**config.mk**
```make
export PLATFORM = sky130hd
export DESIGN_NAME = apo_regs
export DESIGN_NICKNAME = d
export VERILOG_FILES = /design/src/shared/apo_pkg.sv /design/src/design/apo_pwr_mux.sv /design/src/design/apo_regs.sv
export SDC_FILE = /design/constraint.sdc
export NUM_CORES = 1
export LEC_CHECK = 0
export BUFFER_PORTS_ARGS = -buffer_cell sky130_fd_sc_hd__buf_4
export CAP_MARGIN = 20
export CELL_PAD_IN_SITES_DETAIL_PLACEMENT = 0
export CELL_PAD_IN_SITES_GLOBAL_PLACEMENT = 1
export CORE_MARGIN = 4
export CORE_UTILIZATION = 35
export DETAILED_ROUTE_END_ITERATION = 6
export HOLD_SLACK_MARGIN = 0.12
export PLACE_DENSITY_LB_ADDON = 0.05
export SLEW_MARGIN = 20
export SYNTH_ARGS = -nofsm -noshare
export SYNTH_HDL_FRONTEND = slang
export SYNTH_HIERARCHICAL = 1
export SYNTH_SLANG_ARGS = --single-unit
```
**constraint.sdc**
```tcl
create_clock -name ref_clk -period 1.92 [get_ports ref_clk]
set_input_delay 0.192 -clock ref_clk [delete_from_list [all_inputs] [get_ports ref_clk]]
set_output_delay 0.192 -clock ref_clk [all_outputs]
set_load 0.05 [all_outputs]
```
**src/shared/apo_pkg.sv**
```systemverilog
// Package for the analog power override register bank.
// Assumes an 8-bit register address space reached through the host control port.
package apo_pkg;
  localparam int unsigned ADDR_W = 8;
  localparam int unsigned DATA_W = 8;
  localparam logic [7:0] OVR_A_ADDR = 8'h22;
  localparam logic [7:0] OVR_B_ADDR = 8'h23;
  localparam logic [7:0] STATE_A_ADDR = 8'h24;
  localparam logic [7:0] STATE_B_ADDR = 8'h25;
  localparam logic [7:0] R_OVR_A_ADDR = 8'h26;
  localparam logic [7:0] OVR_A_RST = 8'h00;
  localparam logic [7:0] OVR_B_RST = 8'h00;
  localparam logic [7:0] STATE_A_RST = 8'h00;
  localparam logic [7:0] STATE_B_RST = 8'h00;
  localparam logic [7:0] R_OVR_A_RST = 8'h00;
  // Group A field positions (same for override and state registers)
  localparam int unsigned A_BIAS_REF_BIT = 5;
  localparam int unsigned A_DAC_BIT = 4;
  localparam int unsigned A_DRIVER_BIT = 3;
  localparam int unsigned A_DRIVER_BIAS_BIT = 2;
  localparam int unsigned A_CMFB_BIT = 1;
  localparam int unsigned A_OUTSTAGE_BIT = 0;
  // Group B field positions
  localparam int unsigned B_GAINCTL_BIT = 7;
  localparam int unsigned B_ANALOG_SILENCE_BIT = 6;
  localparam int unsigned B_ANALOG_SILENCE_DUMMY_BIT = 5;
  localparam int unsigned B_CHARGE_PUMP_BIT = 4;
  localparam int unsigned B_OFFCAL_BIT = 3;
  localparam int unsigned B_SHORTPROT_BIT = 2;
  localparam int unsigned B_IMPSENSE_BIT = 1;
  localparam int unsigned B_IMPWHOLE_BIT = 0;
  localparam logic [7:0] A_FUNC_MASK = 8'h3f;
  localparam logic [7:0] R_FUNC_MASK = 8'h1f;
endpackage

```
**src/design/apo_pwr_mux.sv**
```systemverilog
// Per-bit power enable select between sequencer and forced state.
// Assumes all inputs are in the ref_clk domain.
`timescale 1ns/1ns
module apo_pwr_mux #(
  parameter int unsigned WIDTH = 8
) (
  input wire logic ref_clk,
  input wire logic rst,
  input wire logic [WIDTH-1:0] force_en,
  input wire logic [WIDTH-1:0] forced_on,
  input wire logic [WIDTH-1:0] seq_on,
  output logic [WIDTH-1:0] pwr_on
);
  // Refused at elaboration, not at run time
  generate
    if (WIDTH < 1)
    begin : g_bad_width
      $error("apo_pwr_mux: WIDTH must be at least 1");
    end
  endgenerate

  logic [WIDTH-1:0] pwr_d;
  logic [WIDTH-1:0] pwr_q;

  genvar i;
  generate
    for (i = 0; i < WIDTH; i++)
    begin : g_bit
      always_comb
      begin
        pwr_d[i] = force_en[i] ? forced_on[i] : seq_on[i];
      end
    end
  endgenerate

  always_ff @(posedge ref_clk or posedge rst)
  begin
    if (rst)
    begin
      pwr_q <= '0;
    end
    else
    begin
      pwr_q <= pwr_d;
    end
  end

  assign pwr_on = pwr_q;
endmodule

```
**src/design/apo_regs.sv**
```systemverilog
// Analog power override register bank with host register port.
// Assumes a synchronous single-cycle register port from the host control
// logic on ref_clk, and sequencer enables from the same clock domain.
`timescale 1ns/1ns
module apo_regs (
  input wire logic ref_clk,
  input wire logic rst,
  input wire logic reg_wr,
  input wire logic reg_rd,
  input wire logic [apo_pkg::ADDR_W-1:0] reg_addr,
  input wire logic [apo_pkg::DATA_W-1:0] reg_wdata,
  output logic [apo_pkg::DATA_W-1:0] reg_rdata,
  output logic reg_rvalid,
  output logic reg_hit,
  input wire logic [5:0] seq_left_a_on,
  input wire logic [7:0] seq_left_b_on,
  input wire logic [4:0] seq_right_on,
  output logic [5:0] left_a_pwr_on,
  output logic [7:0] left_b_pwr_on,
  output logic [4:0] right_pwr_on,
  output logic [7:0] right_force_en
);
  logic [7:0] ovr_a_q;
  logic [7:0] ovr_a_d;
  logic [7:0] ovr_b_q;
  logic [7:0] ovr_b_d;
  logic [7:0] state_a_q;
  logic [7:0] state_a_d;
  logic [7:0] state_b_q;
  logic [7:0] state_b_d;
  logic [7:0] r_ovr_q;
  logic [7:0] r_ovr_d;
  logic [7:0] rdata_q;
  logic [7:0] rdata_d;
  logic rvalid_q;
  logic rvalid_d;
  logic hit_q;
  logic hit_d;
  logic [7:0] rmux;
  logic sel_hit;
  logic [5:0] left_a_force;
  logic [5:0] left_a_state;
  logic [7:0] left_b_force;
  logic [7:0] left_b_state;
  logic [4:0] right_force;

  // Map and port shapes are byte wide throughout
  generate
    if (apo_pkg::ADDR_W != 8 || apo_pkg::DATA_W != 8)
    begin : g_bad_width
      $error("apo_regs: register port must be 8 bits wide");
    end
  endgenerate

  // Reserved bits are stored like any other, so all 8 bits are kept
  always_comb
  begin
    ovr_a_d = ovr_a_q;
    ovr_b_d = ovr_b_q;
    state_a_d = state_a_q;
    state_b_d = state_b_q;
    r_ovr_d = r_ovr_q;
    if (reg_wr)
    begin
      case (reg_addr)
        apo_pkg::OVR_A_ADDR: ovr_a_d = reg_wdata;
        apo_pkg::OVR_B_ADDR: ovr_b_d = reg_wdata;
        apo_pkg::STATE_A_ADDR: state_a_d = reg_wdata;
        apo_pkg::STATE_B_ADDR: state_b_d = reg_wdata;
        apo_pkg::R_OVR_A_ADDR: r_ovr_d = reg_wdata;
        default: ;
      endcase
    end
  end

  always_comb
  begin
    sel_hit = 1'b1;
    case (reg_addr)
      apo_pkg::OVR_A_ADDR: rmux = ovr_a_q;
      apo_pkg::OVR_B_ADDR: rmux = ovr_b_q;
      apo_pkg::STATE_A_ADDR: rmux = state_a_q;
      apo_pkg::STATE_B_ADDR: rmux = state_b_q;
      apo_pkg::R_OVR_A_ADDR: rmux = r_ovr_q;
      default:
      begin
        // Foreign addresses belong to other banks; answer zero, flag miss
        rmux = 8'h00;
        sel_hit = 1'b0;
      end
    endcase
    rvalid_d = reg_rd;
    rdata_d = reg_rd ? rmux : rdata_q;
    hit_d = (reg_rd || reg_wr) ? sel_hit : hit_q;
  end

  always_ff @(posedge ref_clk or posedge rst)
  begin
    if (rst)
    begin
      ovr_a_q <= apo_pkg::OVR_A_RST;
      ovr_b_q <= apo_pkg::OVR_B_RST;
      state_a_q <= apo_pkg::STATE_A_RST;
      state_b_q <= apo_pkg::STATE_B_RST;
      r_ovr_q <= apo_pkg::R_OVR_A_RST;
      rdata_q <= 8'h00;
      rvalid_q <= 1'b0;
      hit_q <= 1'b0;
    end
    else
    begin
      ovr_a_q <= ovr_a_d;
      ovr_b_q <= ovr_b_d;
      state_a_q <= state_a_d;
      state_b_q <= state_b_d;
      r_ovr_q <= r_ovr_d;
      rdata_q <= rdata_d;
      rvalid_q <= rvalid_d;
      hit_q <= hit_d;
    end
  end

  assign reg_rdata = rdata_q;
  assign reg_rvalid = rvalid_q;
  assign reg_hit = hit_q;
  assign right_force_en = r_ovr_q;

  // Fields picked by map position, so reserved bits never reach the muxes here;
  // right_force_en still carries bits 7:5 of the right override as written
  always_comb
  begin
    left_a_force = 6'h00;
    left_a_state = 6'h00;
    left_b_force = 8'h00;
    left_b_state = 8'h00;
    right_force = 5'h00;
    left_a_force[apo_pkg::A_BIAS_REF_BIT] = ovr_a_q[apo_pkg::A_BIAS_REF_BIT];
    left_a_force[apo_pkg::A_DAC_BIT] = ovr_a_q[apo_pkg::A_DAC_BIT];
    left_a_force[apo_pkg::A_DRIVER_BIT] = ovr_a_q[apo_pkg::A_DRIVER_BIT];
    left_a_force[apo_pkg::A_DRIVER_BIAS_BIT] = ovr_a_q[apo_pkg::A_DRIVER_BIAS_BIT];
    left_a_force[apo_pkg::A_CMFB_BIT] = ovr_a_q[apo_pkg::A_CMFB_BIT];
    left_a_force[apo_pkg::A_OUTSTAGE_BIT] = ovr_a_q[apo_pkg::A_OUTSTAGE_BIT];
    left_a_state[apo_pkg::A_BIAS_REF_BIT] = state_a_q[apo_pkg::A_BIAS_REF_BIT];
    left_a_state[apo_pkg::A_DAC_BIT] = state_a_q[apo_pkg::A_DAC_BIT];
    left_a_state[apo_pkg::A_DRIVER_BIT] = state_a_q[apo_pkg::A_DRIVER_BIT];
    left_a_state[apo_pkg::A_DRIVER_BIAS_BIT] = state_a_q[apo_pkg::A_DRIVER_BIAS_BIT];
    left_a_state[apo_pkg::A_CMFB_BIT] = state_a_q[apo_pkg::A_CMFB_BIT];
    left_a_state[apo_pkg::A_OUTSTAGE_BIT] = state_a_q[apo_pkg::A_OUTSTAGE_BIT];
    left_b_force[apo_pkg::B_GAINCTL_BIT] = ovr_b_q[apo_pkg::B_GAINCTL_BIT];
    left_b_force[apo_pkg::B_ANALOG_SILENCE_BIT] = ovr_b_q[apo_pkg::B_ANALOG_SILENCE_BIT];
    left_b_force[apo_pkg::B_ANALOG_SILENCE_DUMMY_BIT] = ovr_b_q[apo_pkg::B_ANALOG_SILENCE_DUMMY_BIT];
    left_b_force[apo_pkg::B_CHARGE_PUMP_BIT] = ovr_b_q[apo_pkg::B_CHARGE_PUMP_BIT];
    left_b_force[apo_pkg::B_OFFCAL_BIT] = ovr_b_q[apo_pkg::B_OFFCAL_BIT];
    left_b_force[apo_pkg::B_SHORTPROT_BIT] = ovr_b_q[apo_pkg::B_SHORTPROT_BIT];
    left_b_force[apo_pkg::B_IMPSENSE_BIT] = ovr_b_q[apo_pkg::B_IMPSENSE_BIT];
    left_b_force[apo_pkg::B_IMPWHOLE_BIT] = ovr_b_q[apo_pkg::B_IMPWHOLE_BIT];
    left_b_state[apo_pkg::B_GAINCTL_BIT] = state_b_q[apo_pkg::B_GAINCTL_BIT];
    left_b_state[apo_pkg::B_ANALOG_SILENCE_BIT] = state_b_q[apo_pkg::B_ANALOG_SILENCE_BIT];
    left_b_state[apo_pkg::B_ANALOG_SILENCE_DUMMY_BIT] = state_b_q[apo_pkg::B_ANALOG_SILENCE_DUMMY_BIT];
    left_b_state[apo_pkg::B_CHARGE_PUMP_BIT] = state_b_q[apo_pkg::B_CHARGE_PUMP_BIT];
    left_b_state[apo_pkg::B_OFFCAL_BIT] = state_b_q[apo_pkg::B_OFFCAL_BIT];
    left_b_state[apo_pkg::B_SHORTPROT_BIT] = state_b_q[apo_pkg::B_SHORTPROT_BIT];
    left_b_state[apo_pkg::B_IMPSENSE_BIT] = state_b_q[apo_pkg::B_IMPSENSE_BIT];
    left_b_state[apo_pkg::B_IMPWHOLE_BIT] = state_b_q[apo_pkg::B_IMPWHOLE_BIT];
    // Right fields sit at the group A positions below the bias reference
    right_force[apo_pkg::A_DAC_BIT] = r_ovr_q[apo_pkg::A_DAC_BIT];
    right_force[apo_pkg::A_DRIVER_BIT] = r_ovr_q[apo_pkg::A_DRIVER_BIT];
    right_force[apo_pkg::A_DRIVER_BIAS_BIT] = r_ovr_q[apo_pkg::A_DRIVER_BIAS_BIT];
    right_force[apo_pkg::A_CMFB_BIT] = r_ovr_q[apo_pkg::A_CMFB_BIT];
    right_force[apo_pkg::A_OUTSTAGE_BIT] = r_ovr_q[apo_pkg::A_OUTSTAGE_BIT];
  end

  // Left group A: bias ref, dac, driver, driver bias, cmfb, output stage
  apo_pwr_mux #(
    .WIDTH(6)
  ) u_left_a (
    .ref_clk(ref_clk),
    .rst(rst),
    .force_en(left_a_force),
    .forced_on(left_a_state),
    .seq_on(seq_left_a_on),
    .pwr_on(left_a_pwr_on)
  );

  // Left group B: gain, mute, mute dummy, charge pump, offcal, short, imp, whole
  apo_pwr_mux #(
    .WIDTH(8)
  ) u_left_b (
    .ref_clk(ref_clk),
    .rst(rst),
    .force_en(left_b_force),
    .forced_on(left_b_state),
    .seq_on(seq_left_b_on),
    .pwr_on(left_b_pwr_on)
  );

  // Right state registers live outside this bank; sequencer stands in
  // for the forced state so an override holds the sequencer level.
  apo_pwr_mux #(
    .WIDTH(5)
  ) u_right (
    .ref_clk(ref_clk),
    .rst(rst),
    .force_en(right_force),
    .forced_on(seq_right_on),
    .seq_on(seq_right_on),
    .pwr_on(right_pwr_on)
  );
endmodule

```
=== After elaboration in Yosys (flattened, before gate mapping) ===
Cells that the tools add are included.

* Eq/ne operators: 5
* Muxes and demuxes: 16
* Reduce and logical (&&, ||, !) cells: 7

{| class="wikitable"
|+ Operators with widths
! operator !! number
|-
| $eq A8 B6 Y1 const B || 5
|-
| $pmux W8 S5 || 1
|-
| $mux W1 || 15
|-
| $reduce_and A2 Y1 || 5
|-
| $reduce_or A5 Y1 || 1
|-
| $logic_or A1 B1 Y1 || 1
|}

* Register bits after elaboration: 69
* Bits of input ports: 39
* Word-level logic and storage cells: 39

=== Logic depth before layout (Yosys ltp) ===
* Depth after elaboration: 3
* Gate-level depth with buffers: 5

=== By module ===
The synthesis kept the hierarchy.

{| class="wikitable"
|+ By module, submodules not included
! module !! times used !! cells each !! area an instance (µm²) !! seq. area each (µm²)
|-
| apo_regs || 1 || 161 || 2270.9 || 1251.2
|-
| apo_pwr_mux at u_left_b || 1 || 17 || 324.1 || 200.2
|-
| apo_pwr_mux at u_left_a || 1 || 13 || 244.0 || 150.1
|-
| apo_pwr_mux at u_right || 1 || 11 || 203.9 || 125.1
|}

=== Least setup slack after synthesis ===
No wires, ideal clock.

* Path kind: in2reg
* Start point: in reg_addr[4] (netlist name)
* End point: reg r_ovr_q[0] (netlist: right_force_en[0])
* Arrival time: 1359 ps
* Required time: 1795 ps
* Path slack: 436 ps
* Cell stages on the path: 4
* Cells stage by stage: nor4b_4 -> and4b_1 -> buf_4 -> mux2_2

* Cells in the longest elaborated chain, start to end: 2

{| class="wikitable"
|+ RTL lines
! item !! line !! source
|-
| start, declared || apo_regs.sv:10 || <nowiki>input wire logic [apo_pkg::ADDR_W-1:0] reg_addr,</nowiki>
|-
| $eq A8 B6 Y1 || apo_regs.sv:65 || <nowiki>case (reg_addr)</nowiki>
|-
| $reduce_and A2 Y1 (no source line) || n/a ||
|-
| end signal, assigned || apo_regs.sv:105 || <nowiki>r_ovr_q <= apo_pkg::R_OVR_A_RST;</nowiki>
|-
| end signal, assigned || apo_regs.sv:116 || <nowiki>r_ovr_q <= r_ovr_d;</nowiki>
|-
| end, declared || apo_regs.sv:31 || <nowiki>logic [7:0] r_ovr_q;</nowiki>
|}

Every way passes these cells.
A chain may end at the register's enable or synchronous reset.

=== Worst setup path in the final report ===
* Start point: in reg_addr[4] (netlist name)
* End point: reg r_ovr_q[3] (netlist: right_force_en[3])

The elaborated chain is that of the path after synthesis.

==> key figures <==
Power and ir drop
  – Flop pwr share: 0.427
  – Power share of the combinational group: 0.139
  – Power Internal: 0.00279 W
  – Clk pwr share: 0.434
  – Worst vdd ir: 0.588 mV
  – Sw Ratio: 0.236
  – Lkg Pwr: 2.19 nW
  – Power per cell area: approximately 840 nW/µm²
  – Psw: 0.000860 W
  – Total power: 0.00365 W

Yosys
  – Mapped Area: 3040 µm²
  – Post-synthesis simple-gate area fraction: 0.0604
  – Post-synthesis sequential area ratio: 0.567
  – Syn nets: 241
  – Most common cell in the netlist: dfrtp_1
  – Compound-Gate Fraction of Synth Area: 0.0728
  – Yosys top cell area share: 0.567
  – EDFF count, synth: 0
  – Netlist cell types: 23
  – Post-synth top area cell: dfrtp_1
  – Synth Register Bits: slightly below 70
  – Post-Synth Adder-Cell Area: 0
  – Ranking of synthesized cells by area: dfrtp_1 57%, mux2_2 18%, mux2_4 9.4%, a221oi_1 4.6%, o32ai_1 2.0%
  – Ys async rst share: 1.00
  – Post-synthesis instance total: 202
  – Synth cell count leaders: 69 x dfrtp_1, 48 x mux2_2, 19 x mux2_4, 16 x a221oi_1, 12 x inv_1
  – Post-Synth XOR/XNOR Area: 0
  – Top_reg_cell synth: dfrtp_1
  – Mux share of post-synthesis cell area: 0.271
  – Syn_area_per_cell: 15.1 µm²
  – Ys Warns: 6
  – Largest family of logic cells by synthesized area: multiplexers

Detailed routing
  – Pre-Repair DR Iteration Count: 4
  – Vias/cell: 4.94
  – Routed wire per std cell: between 15 and 20 µm
  – Remaining antenna violation count: 0
  – 1st-iter DRT viols: 54
  – Via count: 2,099
  – WL final: slightly below 8000 µm
  – DRC violations left: 0

Global route
  – First-pass GRT wire length: roughly 12,000 µm
  – Total grt overflow: 0
  – Initial antenna violation count: 0
  – GRT Overall Usage: 0.162
  – Vias in the first global route: between 2,000 and 2,500
  – Largest net degree at the start of global routing: 31

Placement
  – GP Congestion: 0.717
  – IO Port Bufs: 75
  – Detail Placement HPWL: 5260 µm

Clocking
  – Setup bufs post-CTS: 0
  – Num CTS Buffers: 9
  – CTS max path bufs: 2
  – H-Tree Level Count: 3
  – Clock sinks: 69
  – Resized cells post-CTS: 0
  – Cts hold-fix bufs: 28
  – Root Buffer: clkbuf_8
  – Worst-Skew Late Latency: 340 ps
  – Clock transition at path regs: 70 ps
  – CTS tree: done

Worst setup path
  – Crit-path cells: buf_4, nor4b_4, buf_4, and4b_1, mux2_2
  – Required @ worst endpoint: 2140 ps
  – Largest stage delay on the critical path: between 400 and 500 ps
  – CP Capture Type: register
  – Crit path launch type: input pin
  – Critical-path maximum fanout: 8
  – Critical Path AT: ~1600 ps
  – Slowest CP cell: and4b_1
  – Critical path class: input pin to register
  – Cell repeated most along the worst path: buf_4

Timing
  – Slew headroom: 0.688
  – Final worst path period share: 0.732
  – RSZ-0062 raised after global routing: no
  – Final slew viol count: 0
  – Setup-failing EPs final: 0
  – Min Hold Slack: about 170 ps
  – Final worst path period need: 1400 ps
  – Fmax: approximately 700 MHz
  – TNS Setup: 0 ps
  – Slew @ Worst Pin: 468 ps
  – Skew final: ~7.7 ps
  – Fin. Hold Viols: 0

Die
  – Row cnt: 33
  – Die area: 10,200 µm²
  – Ports: 76
  – Core area: 8340 µm²
  – Initial Util: 0.365
  – Die Span Y: between 100 and 150 µm
  – Die width: 101 µm

Finish
  – Share of cells above drive strength 1: 0.538
  – Antenna cells: 0
  – Layout area overhead: 42.1%
  – # nets final: roughly 350

Worst hold path
  – Worst Hold Class: input pin to register

Flow run
  – Max Cap Violations: 0

Outcome
  – Status: complete, no violations
[routing by layer]
layer / vias to the layer above / routed length [µm] / track usage
met2: 61 / 3760 / 0.257
met1: 1049 / 3610 / 0.222
li1: 981 / - / -
met4: 0 / 87 / 0.0368
met5: - / 0 / 0
met3: 8 / 422 / 0.0468
[worst paths after layout]
kind | end | cells after the start | slack [ps] | startpoint
setup / recovery | right_force_en[3] | 5 | 520 | reg_addr[4]
hold reg to reg | ovr_a_q[6] | 1 | 510 | ovr_a_q[6]
min in group asynchronous | u_right/pwr_on[2] | 3 | 350 | rst
hold / removal | reg_hit | 3 | 170 | reg_addr[3]
setup reg to reg | reg_rdata[1] | 3 | 710 | right_force_en[1]
max in group asynchronous | left_b_force[7] | 4 | 950 | rst
[placed cells by master, fill, tap and decap left out, types with 7 or more instances in the layout]
| cell | instances |
|---|---|
| a221oi_1 | 16 |
| buf_4 | 81 |
| clkbuf_8 | 10 |
| dfrtp_1 | 69 |
| dlygate4sd3_1 | 29 |
| inv_1 | 11 |
| mux2_2 | 48 |
| mux2_4 | 19 |
| o32ai_1 | 7 |
[power groups by stage]
| stage | combinational (W) | clock, W | sequential, W |
|---|---|---|---|
| global route | 0.000541 | 0.00169 | 0.00157 |
| floorplan | 0.000171 | 0 | 0.00169 |
| finish | 0.000507 | 0.00158 | 0.00156 |
| global placement | 0.000463 | 0 | 0.00159 |
| detailed placement | 0.000466 | 0 | 0.00159 |
| CTS | 0.000513 | 0.00162 | 0.00156 |
[flip-flops by register name, summed over array words and instances, names as in the netlist]
signal / cells
state_a_q: 8
right_force_en: 8
left_b_force: 8
u_right/pwr_on: 5
left_b_state: 8
reg_rvalid: 1
u_left_a/pwr_on: 6
reg_hit: 1
reg_rdata: 8
u_left_b/pwr_on: 8
ovr_a_q: 8
[through the flow]
| stage | instances | worst slack [ps] | util | area [µm²] |
|---|---|---|---|---|
| after detailed placement | 380 | 178 | 0.451 | 3760 |
| after global routing | 425 | 457 | 0.518 | 4320 |
| final | 425 | 515 | 0.518 | 4320 |
| after global placement | 380 | 194 | 0.451 | 3760 |
| after CTS | 424 | 533 | 0.517 | 4310 |
| after floorplan | 202 | 436 | - | 3040 |
[kinds of logic after synthesis]
| group | count (synthesis) |
|---|---|
| simple gates | 19 |
| compound gates | 26 |
| buf+inv | 21 |
| flops | 69 |
| mux | 67 |
[worst max-delay path: cells and delay by family]
| kind | cells | cell delay, ps |
|---|---|---|
| buffers and inverters | 2 | 320 |
| multiplexers | 1 | 390 |
| AND/OR/NAND/NOR | 2 | 730 |
[layout make-up]
| class | instances | area [µm²] |
|---|---|---|
| Fill cell | 735 | 4020 |
| Inverter | 12 | 45.0 |
| Sequential cell | 69 | 1730 |
| Clock buffer | 10 | 138 |
| Timing Repair Buffer | 111 | 918 |
| Multi-Input combinational cell | 112 | 1230 |
| Clock inverter | 6 | 134 |
| Tap cell | 105 | 131 |
Power figures use the tool's default switching activity.
